<file path="config.mk">
export PLATFORM = sky130hd
export DESIGN_NAME = shs_standby_ctrl
export DESIGN_NICKNAME = d
export VERILOG_FILES = /design/src/rtl/shs_pkg.sv /design/src/rtl/shs_settle_timer.sv /design/src/rtl/shs_standby_ctrl.sv
export SDC_FILE = /design/constraint.sdc
export NUM_CORES = 1
export LEC_CHECK = 0
export BUFFER_PORTS_ARGS = -buffer_cell sky130_fd_sc_hd__buf_4
export CAP_MARGIN = 5
export CORE_UTILIZATION = 60
export DETAILED_ROUTE_END_ITERATION = 8
export PLACE_DENSITY = 0.85
export SYNTH_ARGS = -nofsm -noshare
export SYNTH_HDL_FRONTEND = slang
export SYNTH_HIERARCHICAL = 1
export SYNTH_SLANG_ARGS = --single-unit
</file>
<file path="constraint.sdc">
create_clock -name sys_clk -period 5.6 [get_ports sys_clk]
set_input_delay 0.84 -clock sys_clk [delete_from_list [all_inputs] [get_ports sys_clk]]
set_output_delay 0.84 -clock sys_clk [all_outputs]
set_load 0.05 [all_outputs]
</file>
<file path="src/rtl/shs_pkg.sv">
/*
 Constants for the standby (light and deep sleep) sequencer.
 Assumes one 25 MHz system clock that also stands for the main oscillator.
*/
package shs_pkg;
	// ----------------------------------------
	// Clock and settle times
	// ----------------------------------------
	localparam int unsigned SYS_CLK_HZ    = 25_000_000;
	localparam int          CNT_W         = 18;
	localparam logic [2:0]  SETTLE_SEL_RST = 3'h4;
	// Settle length is 2^exp main clock cycles, chosen by the select field
	localparam int unsigned SETTLE_EXP0   = 12;
	localparam int unsigned SETTLE_EXP1   = 14;
	localparam int unsigned SETTLE_EXP2   = 15;
	localparam int unsigned SETTLE_EXP3   = 16;
	localparam int unsigned SETTLE_EXP4   = 17;

	// ----------------------------------------
	// Register map
	// ----------------------------------------
	localparam logic [1:0] REG_SETTLE = 2'h0;
	localparam logic [1:0] REG_PERCFG = 2'h1;
	localparam logic [1:0] REG_STATUS = 2'h2;
	localparam logic [7:0] PERCFG_RST = 8'h00;
	// Peripheral configuration bits
	localparam int CFG_T16_WATCH = 0;
	localparam int CFG_WATCH_SUB = 1;
	localparam int CFG_T8_EXT    = 2;
	localparam int CFG_RTO_TRIG  = 3;
	localparam int CFG_RTO_T8    = 4;
	localparam int CFG_CSI_EXT   = 5;

	// ----------------------------------------
	// Types
	// ----------------------------------------
	typedef enum logic [4:0] {
		ST_RUN    = 5'h01,
		ST_HALT   = 5'h02,
		ST_STOP   = 5'h04,
		ST_SETTLE = 5'h08,
		ST_RESET  = 5'h10
	} shs_state_t;

	typedef enum logic [1:0] {
		ACT_NONE   = 2'h0,
		ACT_NEXT   = 2'h1,
		ACT_VECTOR = 2'h2,
		ACT_RESET  = 2'h3
	} shs_action_t;

	typedef enum logic [1:0] {
		WAKE_INT   = 2'h0,
		WAKE_TEST  = 2'h1,
		WAKE_RESET = 2'h2
	} shs_wake_t;
endpackage

</file>
<file path="src/rtl/shs_settle_timer.sv">
/*
 Oscillator settle counter: one start pulse, one done pulse after len cycles.
 Assumes len is at least one and stands while busy.
*/
`timescale 1ns/1ps
module shs_settle_timer
	import shs_pkg::*;
(
	input  wire logic             sys_clk,
	input  wire logic             arst_n,
	input  wire logic             start,
	input  wire logic [CNT_W-1:0] len,
	output logic                  busy,
	output logic                  done
);
	typedef struct packed {
		logic             busy;
		logic             done;
		logic [CNT_W-1:0] cnt;
	} shs_tmr_t;

	shs_tmr_t s_q;
	shs_tmr_t s_d;

	always_comb begin
		s_d = s_q;
		s_d.done = 1'b0;
		if (start) begin
			s_d.busy = 1'b1;
			s_d.cnt  = len - CNT_W'(1);
		end else if (s_q.busy) begin
			if (s_q.cnt == '0) begin
				s_d.busy = 1'b0;
				s_d.done = 1'b1;
			end else begin
				s_d.cnt = s_q.cnt - CNT_W'(1);
			end
		end
	end

	always_ff @(posedge sys_clk or negedge arst_n) begin
		if (!arst_n) begin
			s_q <= '0;
		end else begin
			s_q <= s_d;
		end
	end

	assign busy = s_q.busy;
	assign done = s_q.done;
endmodule

</file>
<file path="src/rtl/shs_standby_ctrl.sv">
/*
 Standby sequencer: light sleep, deep sleep, settle wait and wake decisions,
 plus peripheral run gating in deep sleep and bus pin parking while asleep.
 Assumes the CPU gives one-cycle halt/stop pulses and the interrupt
 controller sits on sys_clk; reset and test pins are asynchronous.
*/
// Operation
// - Reset pin ends light sleep and restarts from the reset vector
// - Maskable wake: mask holds sleep; enable and priority pick service or next
// - Non-maskable request ends light sleep and always vectors
// - Unmasked test input ends light sleep to next instruction; masked holds
// - Deep sleep entered only by the stop instruction
// - Deep sleep only while running from the main clock
// - Crystal output pulled up in deep sleep; no external main clock then
// - Pending unmasked request at stop: no deep sleep, straight to settle wait
// - Deep sleep stops only the main oscillator; subsystem keeps running
// - Deep sleep holds latches and address, floats data and wait, parks strobes
// - 16-bit timer runs only on watch output with watch on subsystem clock
// - 8-bit timers run only on external count inputs
// - Watch timer runs only on an existing subsystem clock
// - Real-time output runs on external trigger or external-clocked 8-bit timers
// - Clocked serial runs only on external clock; automatic mode and UART stop
// - Deep sleep ends only on interrupt, test input or reset, after settling
// - Interrupt wake from deep sleep vectors if accepted, else next
// - Test wake from deep sleep resumes after the stop instruction
// - Reset wake from deep sleep does reset processing after settling
`timescale 1ns/1ps
module shs_standby_ctrl
	import shs_pkg::*;
#(
	parameter int unsigned SETTLE_SHIFT = 0
)(
	input  wire logic       sys_clk,
	input  wire logic       arst_n,
	input  wire logic [1:0] reg_addr,
	input  wire logic [7:0] reg_wdata,
	input  wire logic       reg_wr,
	input  wire logic       reg_rd,
	output logic      [7:0] reg_rdata,
	input  wire logic       halt_exec,
	input  wire logic       stop_exec,
	input  wire logic       cpu_on_main_clk,
	input  wire logic       subsys_present,
	input  wire logic       int_req,
	input  wire logic       interrupt_mask_flag,
	input  wire logic       priority_select_flag,
	input  wire logic       interrupt_enable_flag,
	input  wire logic       in_service_priority_flag,
	input  wire logic       nmi_req,
	input  wire logic       test_pin,
	input  wire logic       test_mask,
	input  wire logic       reset_pin_n,
	input  wire logic       cpu_addr_strobe,
	input  wire logic       cpu_rd_n,
	input  wire logic       cpu_wr_n,
	input  wire logic       cpu_ad_oe,
	input  wire logic       cpu_wait_oe,
	output logic            cpu_run,
	output logic            cpu_reset,
	output logic            resume,
	output logic      [1:0] resume_action,
	output logic            main_osc_en,
	output logic            sub_osc_en,
	output logic            crystal_out_pin_pu,
	output logic            latch_hold,
	output logic            address_strobe,
	output logic            rd_n,
	output logic            wr_n,
	output logic            ad_oe,
	output logic            wait_oe,
	output logic            tmr16_run,
	output logic            tmr8_run,
	output logic            watch_run,
	output logic            rto_run,
	output logic            csi_run,
	output logic            uart_run,
	output logic            wdt_run,
	output logic            dac_run,
	output logic            external_interrupt_zero_en,
	output logic            ext_int_1_6_en
);
	// ----------------------------------------
	// Helpers
	// ----------------------------------------
	// Service decision used on light sleep wake and after settling
	function automatic logic take_service(input logic masked, input logic prio,
		input logic enable, input logic in_svc);
		take_service = !masked && enable && (!prio || in_svc);
	endfunction

	function automatic logic [CNT_W-1:0] settle_len(input logic [2:0] sel);
		logic [CNT_W:0] full;
		logic [CNT_W:0] cut;
		full = '0;
		case (sel)
			3'h0:    full[SETTLE_EXP0] = 1'b1;
			3'h1:    full[SETTLE_EXP1] = 1'b1;
			3'h2:    full[SETTLE_EXP2] = 1'b1;
			3'h3:    full[SETTLE_EXP3] = 1'b1;
			default: full[SETTLE_EXP4] = 1'b1;
		endcase
		cut = full >> SETTLE_SHIFT;
		// Never shorter than one cycle
		settle_len = (cut == '0) ? CNT_W'(1) : cut[CNT_W-1:0];
	endfunction

	// ----------------------------------------
	// State
	// ----------------------------------------
	typedef struct packed {
		shs_state_t  st;
		shs_wake_t   cause;
		shs_action_t act;
		logic        resume;
		logic [2:0]  settle_sel;
		logic [7:0]  cfg;
		logic [7:0]  rdata;
		logic [1:0]  sync1;
		logic [1:0]  sync2;
	} shs_ctl_t;

	shs_ctl_t s_q;
	shs_ctl_t s_d;
	logic     tmr_start;
	logic     tmr_busy;
	logic     tmr_done;
	logic     rst_req;
	logic     test_wake;
	logic     int_wake;
	logic     deep;

	// Pins pass two flops; only the second is read
	assign rst_req   = !s_q.sync2[0];
	assign test_wake = s_q.sync2[1] && !test_mask;
	assign int_wake  = int_req && !interrupt_mask_flag;
	assign deep      = (s_q.st == ST_STOP) || (s_q.st == ST_SETTLE);

	always_comb begin
		s_d = s_q;
		s_d.sync1 = {test_pin, reset_pin_n};
		s_d.sync2 = s_q.sync1;
		s_d.resume = 1'b0;
		s_d.rdata = 8'h00;
		tmr_start = 1'b0;
		// Register port
		if (reg_wr) begin
			case (reg_addr)
				REG_SETTLE: s_d.settle_sel = reg_wdata[2:0];
				REG_PERCFG: s_d.cfg = reg_wdata;
				default: ;
			endcase
		end
		if (reg_rd) begin
			case (reg_addr)
				REG_SETTLE: s_d.rdata = {5'h00, s_q.settle_sel};
				REG_PERCFG: s_d.rdata = s_q.cfg;
				REG_STATUS: s_d.rdata = {1'b0, s_q.act, s_q.st};
				default:    s_d.rdata = 8'h00;
			endcase
		end
		// Sleep sequencing
		case (s_q.st)
			ST_RUN: begin
				if (rst_req) begin
					s_d.st = ST_RESET;
				end else if (halt_exec) begin
					s_d.st = ST_HALT;
				end else if (stop_exec && cpu_on_main_clk) begin
					// Pending request turns stop into settle
					if (int_wake) begin
						s_d.st = ST_SETTLE;
						s_d.cause = WAKE_INT;
						tmr_start = 1'b1;
					end else begin
						s_d.st = ST_STOP;
					end
				end
			end
			ST_HALT: begin
				if (rst_req) begin
					s_d.st = ST_RESET;
				end else if (nmi_req) begin
					s_d.st = ST_RUN;
					s_d.act = ACT_VECTOR;
					s_d.resume = 1'b1;
				end else if (int_wake) begin
					s_d.st = ST_RUN;
					s_d.act = take_service(interrupt_mask_flag, priority_select_flag,
						interrupt_enable_flag, in_service_priority_flag) ? ACT_VECTOR : ACT_NEXT;
					s_d.resume = 1'b1;
				end else if (test_wake) begin
					s_d.st = ST_RUN;
					s_d.act = ACT_NEXT;
					s_d.resume = 1'b1;
				end
			end
			ST_STOP: begin
				// Only three wake sources, all settle first
				if (rst_req || int_wake || test_wake) begin
					s_d.st = ST_SETTLE;
					s_d.cause = rst_req ? WAKE_RESET : (int_wake ? WAKE_INT : WAKE_TEST);
					tmr_start = 1'b1;
				end
			end
			ST_SETTLE: begin
				if (rst_req) begin
					s_d.cause = WAKE_RESET;
				end
				if (tmr_done) begin
					s_d.resume = 1'b1;
					case (s_q.cause)
						WAKE_RESET: begin
							s_d.act = ACT_RESET;
							s_d.st = rst_req ? ST_RESET : ST_RUN;
							s_d.resume = !rst_req;
						end
						WAKE_TEST: begin
							s_d.act = ACT_NEXT;
							s_d.st = ST_RUN;
						end
						default: begin
							s_d.act = take_service(interrupt_mask_flag, priority_select_flag,
								interrupt_enable_flag, in_service_priority_flag) ? ACT_VECTOR : ACT_NEXT;
							s_d.st = ST_RUN;
						end
					endcase
				end
			end
			ST_RESET: begin
				if (!rst_req) begin
					s_d.st = ST_RUN;
					s_d.act = ACT_RESET;
					s_d.resume = 1'b1;
				end
			end
			default: s_d.st = ST_RUN;
		endcase
	end

	always_ff @(posedge sys_clk or negedge arst_n) begin
		if (!arst_n) begin
			s_q.st         <= ST_RUN;
			s_q.cause      <= WAKE_INT;
			s_q.act        <= ACT_NONE;
			s_q.resume     <= 1'b0;
			s_q.settle_sel <= SETTLE_SEL_RST;
			s_q.cfg        <= PERCFG_RST;
			s_q.rdata      <= 8'h00;
			s_q.sync1      <= 2'h1;
			s_q.sync2      <= 2'h1;
		end else begin
			s_q <= s_d;
		end
	end

	shs_settle_timer u_settle (
		.sys_clk (sys_clk),
		.arst_n  (arst_n),
		.start   (tmr_start),
		.len     (settle_len(s_q.settle_sel)),
		.busy    (tmr_busy),
		.done    (tmr_done)
	);

	// ----------------------------------------
	// Outputs
	// ----------------------------------------
	assign reg_rdata     = s_q.rdata;
	assign resume        = s_q.resume;
	assign resume_action = s_q.act;
	assign cpu_run       = (s_q.st == ST_RUN);
	assign cpu_reset     = (s_q.st == ST_RESET) || ((s_q.st == ST_SETTLE) && s_q.cause == WAKE_RESET);
	assign main_osc_en = (s_q.st != ST_STOP);
	assign sub_osc_en  = 1'b1;
	assign crystal_out_pin_pu = (s_q.st == ST_STOP);
	assign latch_hold     = !cpu_run;
	assign address_strobe = cpu_run && cpu_addr_strobe;
	assign rd_n           = !cpu_run || cpu_rd_n;
	assign wr_n           = !cpu_run || cpu_wr_n;
	assign ad_oe          = cpu_run && cpu_ad_oe;
	assign wait_oe        = cpu_run && cpu_wait_oe;
	assign tmr16_run = !deep || (s_q.cfg[CFG_T16_WATCH] && s_q.cfg[CFG_WATCH_SUB] && subsys_present);
	assign tmr8_run = !deep || s_q.cfg[CFG_T8_EXT];
	assign watch_run = !deep || (s_q.cfg[CFG_WATCH_SUB] && subsys_present);
	assign rto_run = !deep || s_q.cfg[CFG_RTO_TRIG] || (s_q.cfg[CFG_RTO_T8] && s_q.cfg[CFG_T8_EXT]);
	assign csi_run  = !deep || s_q.cfg[CFG_CSI_EXT];
	assign uart_run = !deep;
	assign wdt_run                    = !deep;
	assign dac_run                    = 1'b1;
	assign external_interrupt_zero_en = !deep;
	assign ext_int_1_6_en             = 1'b1;
endmodule
</file>
# Word level (Yosys, flattened, before mapping)
# Index checks and enable logic that the tools add are counted.
[op_classes]
add_sub_neg = 2
mul = 0
div_mod_pow = 0
magnitude_cmp = 0
n_eq_ne = 26
shift = 0
n_mux = 51
bitwise = 0
reduce_logical = 46
[op_table]
columns = ["cell", "n"]
rows = [
  ["$mux 18", 3],
  ["$mux 5", 10],
  ["$sub 18x1->18 const B", 2],
  ["$pmux 5 s5", 1],
  ["$pmux 8 s3", 1],
  ["$mux 20", 1],
  ["$logic_not 19->1", 1],
  ["$logic_not 18->1", 1],
  ["$mux 3", 6],
  ["$mux 1", 14],
  ["$mux 2", 7],
  ["$mux 7", 2],
  ["$logic_and 1x1->1", 13],
  ["$logic_or 1x1->1", 13],
  ["$ne 2x1->1 const B", 5],
  ["$ne 2x2->1 const B", 5],
  ["$reduce_and 5->1", 2],
  ["$pmux 3 s3", 1],
  ["$mux 8", 1],
  ["$reduce_and 7->1", 1],
  ["$eq 3x2->1 const B", 2],
  ["$logic_not 1->1", 6],
  ["$pmux 2 s3", 1],
  ["$reduce_and 2->1", 3],
  ["20 further kinds", 23],
]
[totals]
reg_bits = 53
latchBits = 0
ram_bits = 0
rom_bits = 0
in_bits = 32
out_inout_bits = 32
word_cells = 137
memories = 0

# Longest topological paths before layout
[logic_depth]
word_depth = 9
mapped_depth = 9
depth_no_buf = 7

# Hierarchy
# Netlist, hierarchy kept.
[modules_own_cells]
columns = ["mod", "n_inst", "cells_each", "area_each_um2", "seq_area_each_um2"]
rows = [
  ["shs_standby_ctrl", 1, 201, 1999.4, 830.8],
  ["shs_settle_timer", 1, 164, 1438.9, 500.5],
]

# Least setup slack after synthesis
# No wires, ideal clock.
[synth_path]
path_type = "register -> output"
from = "register s_q[32] (netlist name)"
to = "output port ad_oe"
arrival_ns = 2.034
required_ns = 4.760
slack_ns = 2.726
stages_incl_launch_ff = 5
n_path_buf = 1
cell_sequence = "dfrtp_1 -> buf_6 -> or3_4 -> nor2_2 -> and2_1"
[synth_lines]
columns = ["element", "line_no", "rtl"]
rows = [
  ["to (decl)", "shs_standby_ctrl.sv:69", "output logic ad_oe,"],
]

==> run summary <==
status -> finished clean
core area -> 5510 µm²
Synth Area in Adders -> 0.0109
Cell Int Power -> 0.000901 W
HPWL after DPL -> 5740 µm
Final Max Slew Viols -> 0
pin count of the biggest net entering global routing -> 54
# IOs -> 64
FF+latch count, synth -> 53
Synth Instances -> 365
Comb pwr share -> 0.485
register-to-register setup slack -> 2910 ps
Initial Utilization -> 0.624
Pleak -> 1.79 nW
CTS buffer count -> 5
first-pass GRT wire length -> 13200 µm
mux cell area share after synthesis -> 0.0597
XOR/XNOR Fraction of Synth Area -> 0.0560
sequential share of the synthesized area -> 0.387
GRT Overall Usage -> 0.276
slowest stage delay, CP -> 520 ps
WS Path Type -> register to output pin
Post-CTS Setup Bufs -> 0
number of global-route vias before repair -> 2921
Worst Path Max Fanout -> 12
crit end category -> output pin
dpl cells -> 508
Syn Area/Cell -> 9.42 µm²
CTS tree -> built
fin crit period -> 3120 ps
fillers -> 407
Async S/R FF share, synth -> 1.00
count of unique library cells instantiated by Yosys -> 64
Final Routed Wirelength -> 7780 µm
Sw Share -> 0.457
Cell Chain, Critical Path -> xnor2_1 -> nor4_2 -> inv_1 -> o21a_1 -> buf_4
worst slew pin tran -> 667 ps
Synth Area in Simple Gates -> 0.251
NetSw -> 0.000759 W
ant diodes -> 0
initial DRC count -> 229
gr ovfl total -> 0
Reg clk slew, reported paths -> 100 ps
sequential share of power -> 0.376
Slew Limit Headroom -> 0.551
max cap viols -> 0
DR pass1 iterations -> 4
initial antenna violation count -> 0
Hold Path Sink -> s_q[1]
CP bufs+invs -> 2
clk_lat worst skew -> 320 ps
# hold bufs at CTS -> 0
Peak Freq -> 321 MHz
setup violators final -> 0
Worst Path Required -> 4760 ps
Layout area overhead -> 17.4%
Post-synth top flop -> dfrtp_1
via density per instance -> 5.77
RSZ-0062 raised after global routing -> no
clk buf depth -> 2
Worst VDD drop -> 212 µV
slowest CP cell -> dfrtp_1
Final period util -> 0.557
startpoint type of the worst setup path -> register
most common cell after layout, fill and taps aside -> buf_4
cell area after synthesis -> 3440 µm²
post-CTS sizing -> 0
Tightest Hold Check Type -> register to register
RePlAce Congestion -> 0.890
Clock Power Share -> 0.140
Power Density -> 411 nW/µm²
Die Width -> 77.7 µm
CTS root buffer -> clkbuf_8
placement row count -> 27
FF-to-FF Start -> s_q[0]
post-route ant nets -> 0
vias post-DR -> 2975
Hold Crit Depth -> 0
Yosys warning total -> 6
r2r worst-path depth -> 8
nets -> 478
WL/cell -> 15.1 µm
main combinational cell family by area after synthesis -> simple AND/OR/NAND/NOR gates
IO buf count -> 60
share of cells above drive strength 1 -> 0.232
hold path start -> s_d[1]
endpoints failing hold -> 0
Worst path depth -> 5
Post-synth EDFFs -> 0
Compound-Gate Fraction of Synth Area -> 0.162
most frequent cells in the layout -> buf_4, dfrtp_1, conb_1, nand2_1, nor3_1
H-tree level count -> 2
final std cells w/o fill -> 516
Worst path top cell family by delay -> flip-flops
die area -> 6040 µm²
Fin Setup TNS -> 0 ps
die height -> 77.7 µm
Reg-to-Reg End -> u_settle/s_q[17]
Worst Skew -> 9.45 ps
post-route DRC violation count -> 0
Crit path arrival time -> 2280 ps
clock sink count -> 53
sequential cells by signal, indices dropped and copies added (netlist names):
signal	count
reg_rdata	8
u_settle/done	1
s_q	20
u_settle/busy	1
u_settle/s_q	18
resume	1
resume_action	2
s_d	2
power groups by stage:
stage	Clock (W)	Sequential [W]	Combinational, W
final	0.000232	0.000624	0.000805
after floorplan	0	0.000592	0.000649
after detailed placement	0	0.000625	0.000798
after CTS	0.000238	0.000620	0.000802
after global routing	0.000258	0.000639	0.000869
after global placement	0	0.000619	0.000776
logic make-up (layout without fill, tap and decap cells):
| logic type | count (synthesis) | count (layout) |
|---|---|---|
| flip-flops | 53 | 53 |
| buffers and inverters | 43 | 81 |
| XOR/XNOR | 22 | 22 |
| adder cells (fa/ha/maj) | 3 | 3 |
| AND/OR/NAND/NOR | 147 | 147 |
| other | 2 | 43 |
| AO/OA/AOI/OAI | 76 | 76 |
| multiplexers | 19 | 19 |
worst max path at each step:
stage,startpoint,endpoint
after floorplan,s_q[32],ad_oe
after global placement,s_q[31],tmr16_run
after detailed placement,s_q[31],tmr16_run
after CTS,s_q[31],tmr16_run
after global routing,s_q[31],tmr16_run
final,s_q[31],tmr16_run
synthesized netlist by cell type, types with 7 or more instances:
library cell,instances,area share
clkbuf_1,11,0.012
nand3_1,9,0.013
or3_1,11,0.020
and2_1,9,0.016
buf_4,15,0.033
xor2_1,9,0.023
dfrtp_1,49,0.36
nor2b_1,13,0.024
nor2_1,15,0.016
xnor2_1,13,0.033
mux2_2,12,0.039
o21ai_0,9,0.013
mux2i_1,7,0.020
nand2_1,23,0.025
nor3_1,19,0.028
inv_1,12,0.013
nand2b_1,8,0.015
a21oi_1,14,0.020
a22oi_1,7,0.015
final cells by class:
class	instances	area (µm²)	area share
well taps	72	90.1	0.0223
clock inverters	3	25.0	0.00620
repair buffers	61	458	0.113
inverters	12	45.0	0.0112
multi-input cells	310	2020	0.500
flip-flops and latches	53	1330	0.330
clock buffers	5	68.8	0.0170
through the flow:
stage / setup slack, ps / power (W) / hold WS [ps] / area, µm² / util
2_1_floorplan: 2730 / 0.00124 / 331 / 3590 / -
3_3_place_gp: 2990 / 0.00140 / 333 / 3940 / 0.716
3_5_place_dp: 2870 / 0.00142 / 343 / 3940 / 0.716
4_1_cts: 2500 / 0.00166 / 361 / 4040 / 0.733
5_1_grt: 2300 / 0.00177 / 378 / 4040 / 0.733
6_report: 2480 / 0.00166 / 359 / 4040 / 0.733
metal layers:
metal,global-route usage,share of wire,vias to the layer above
met5,0,0,-
met4,0.121,0.032,0
met3,0.0471,0.047,26
met2,0.500,0.52,101
met1,0.317,0.40,1428
li1,-,-,1420
(Power assumes the default switching activity.)
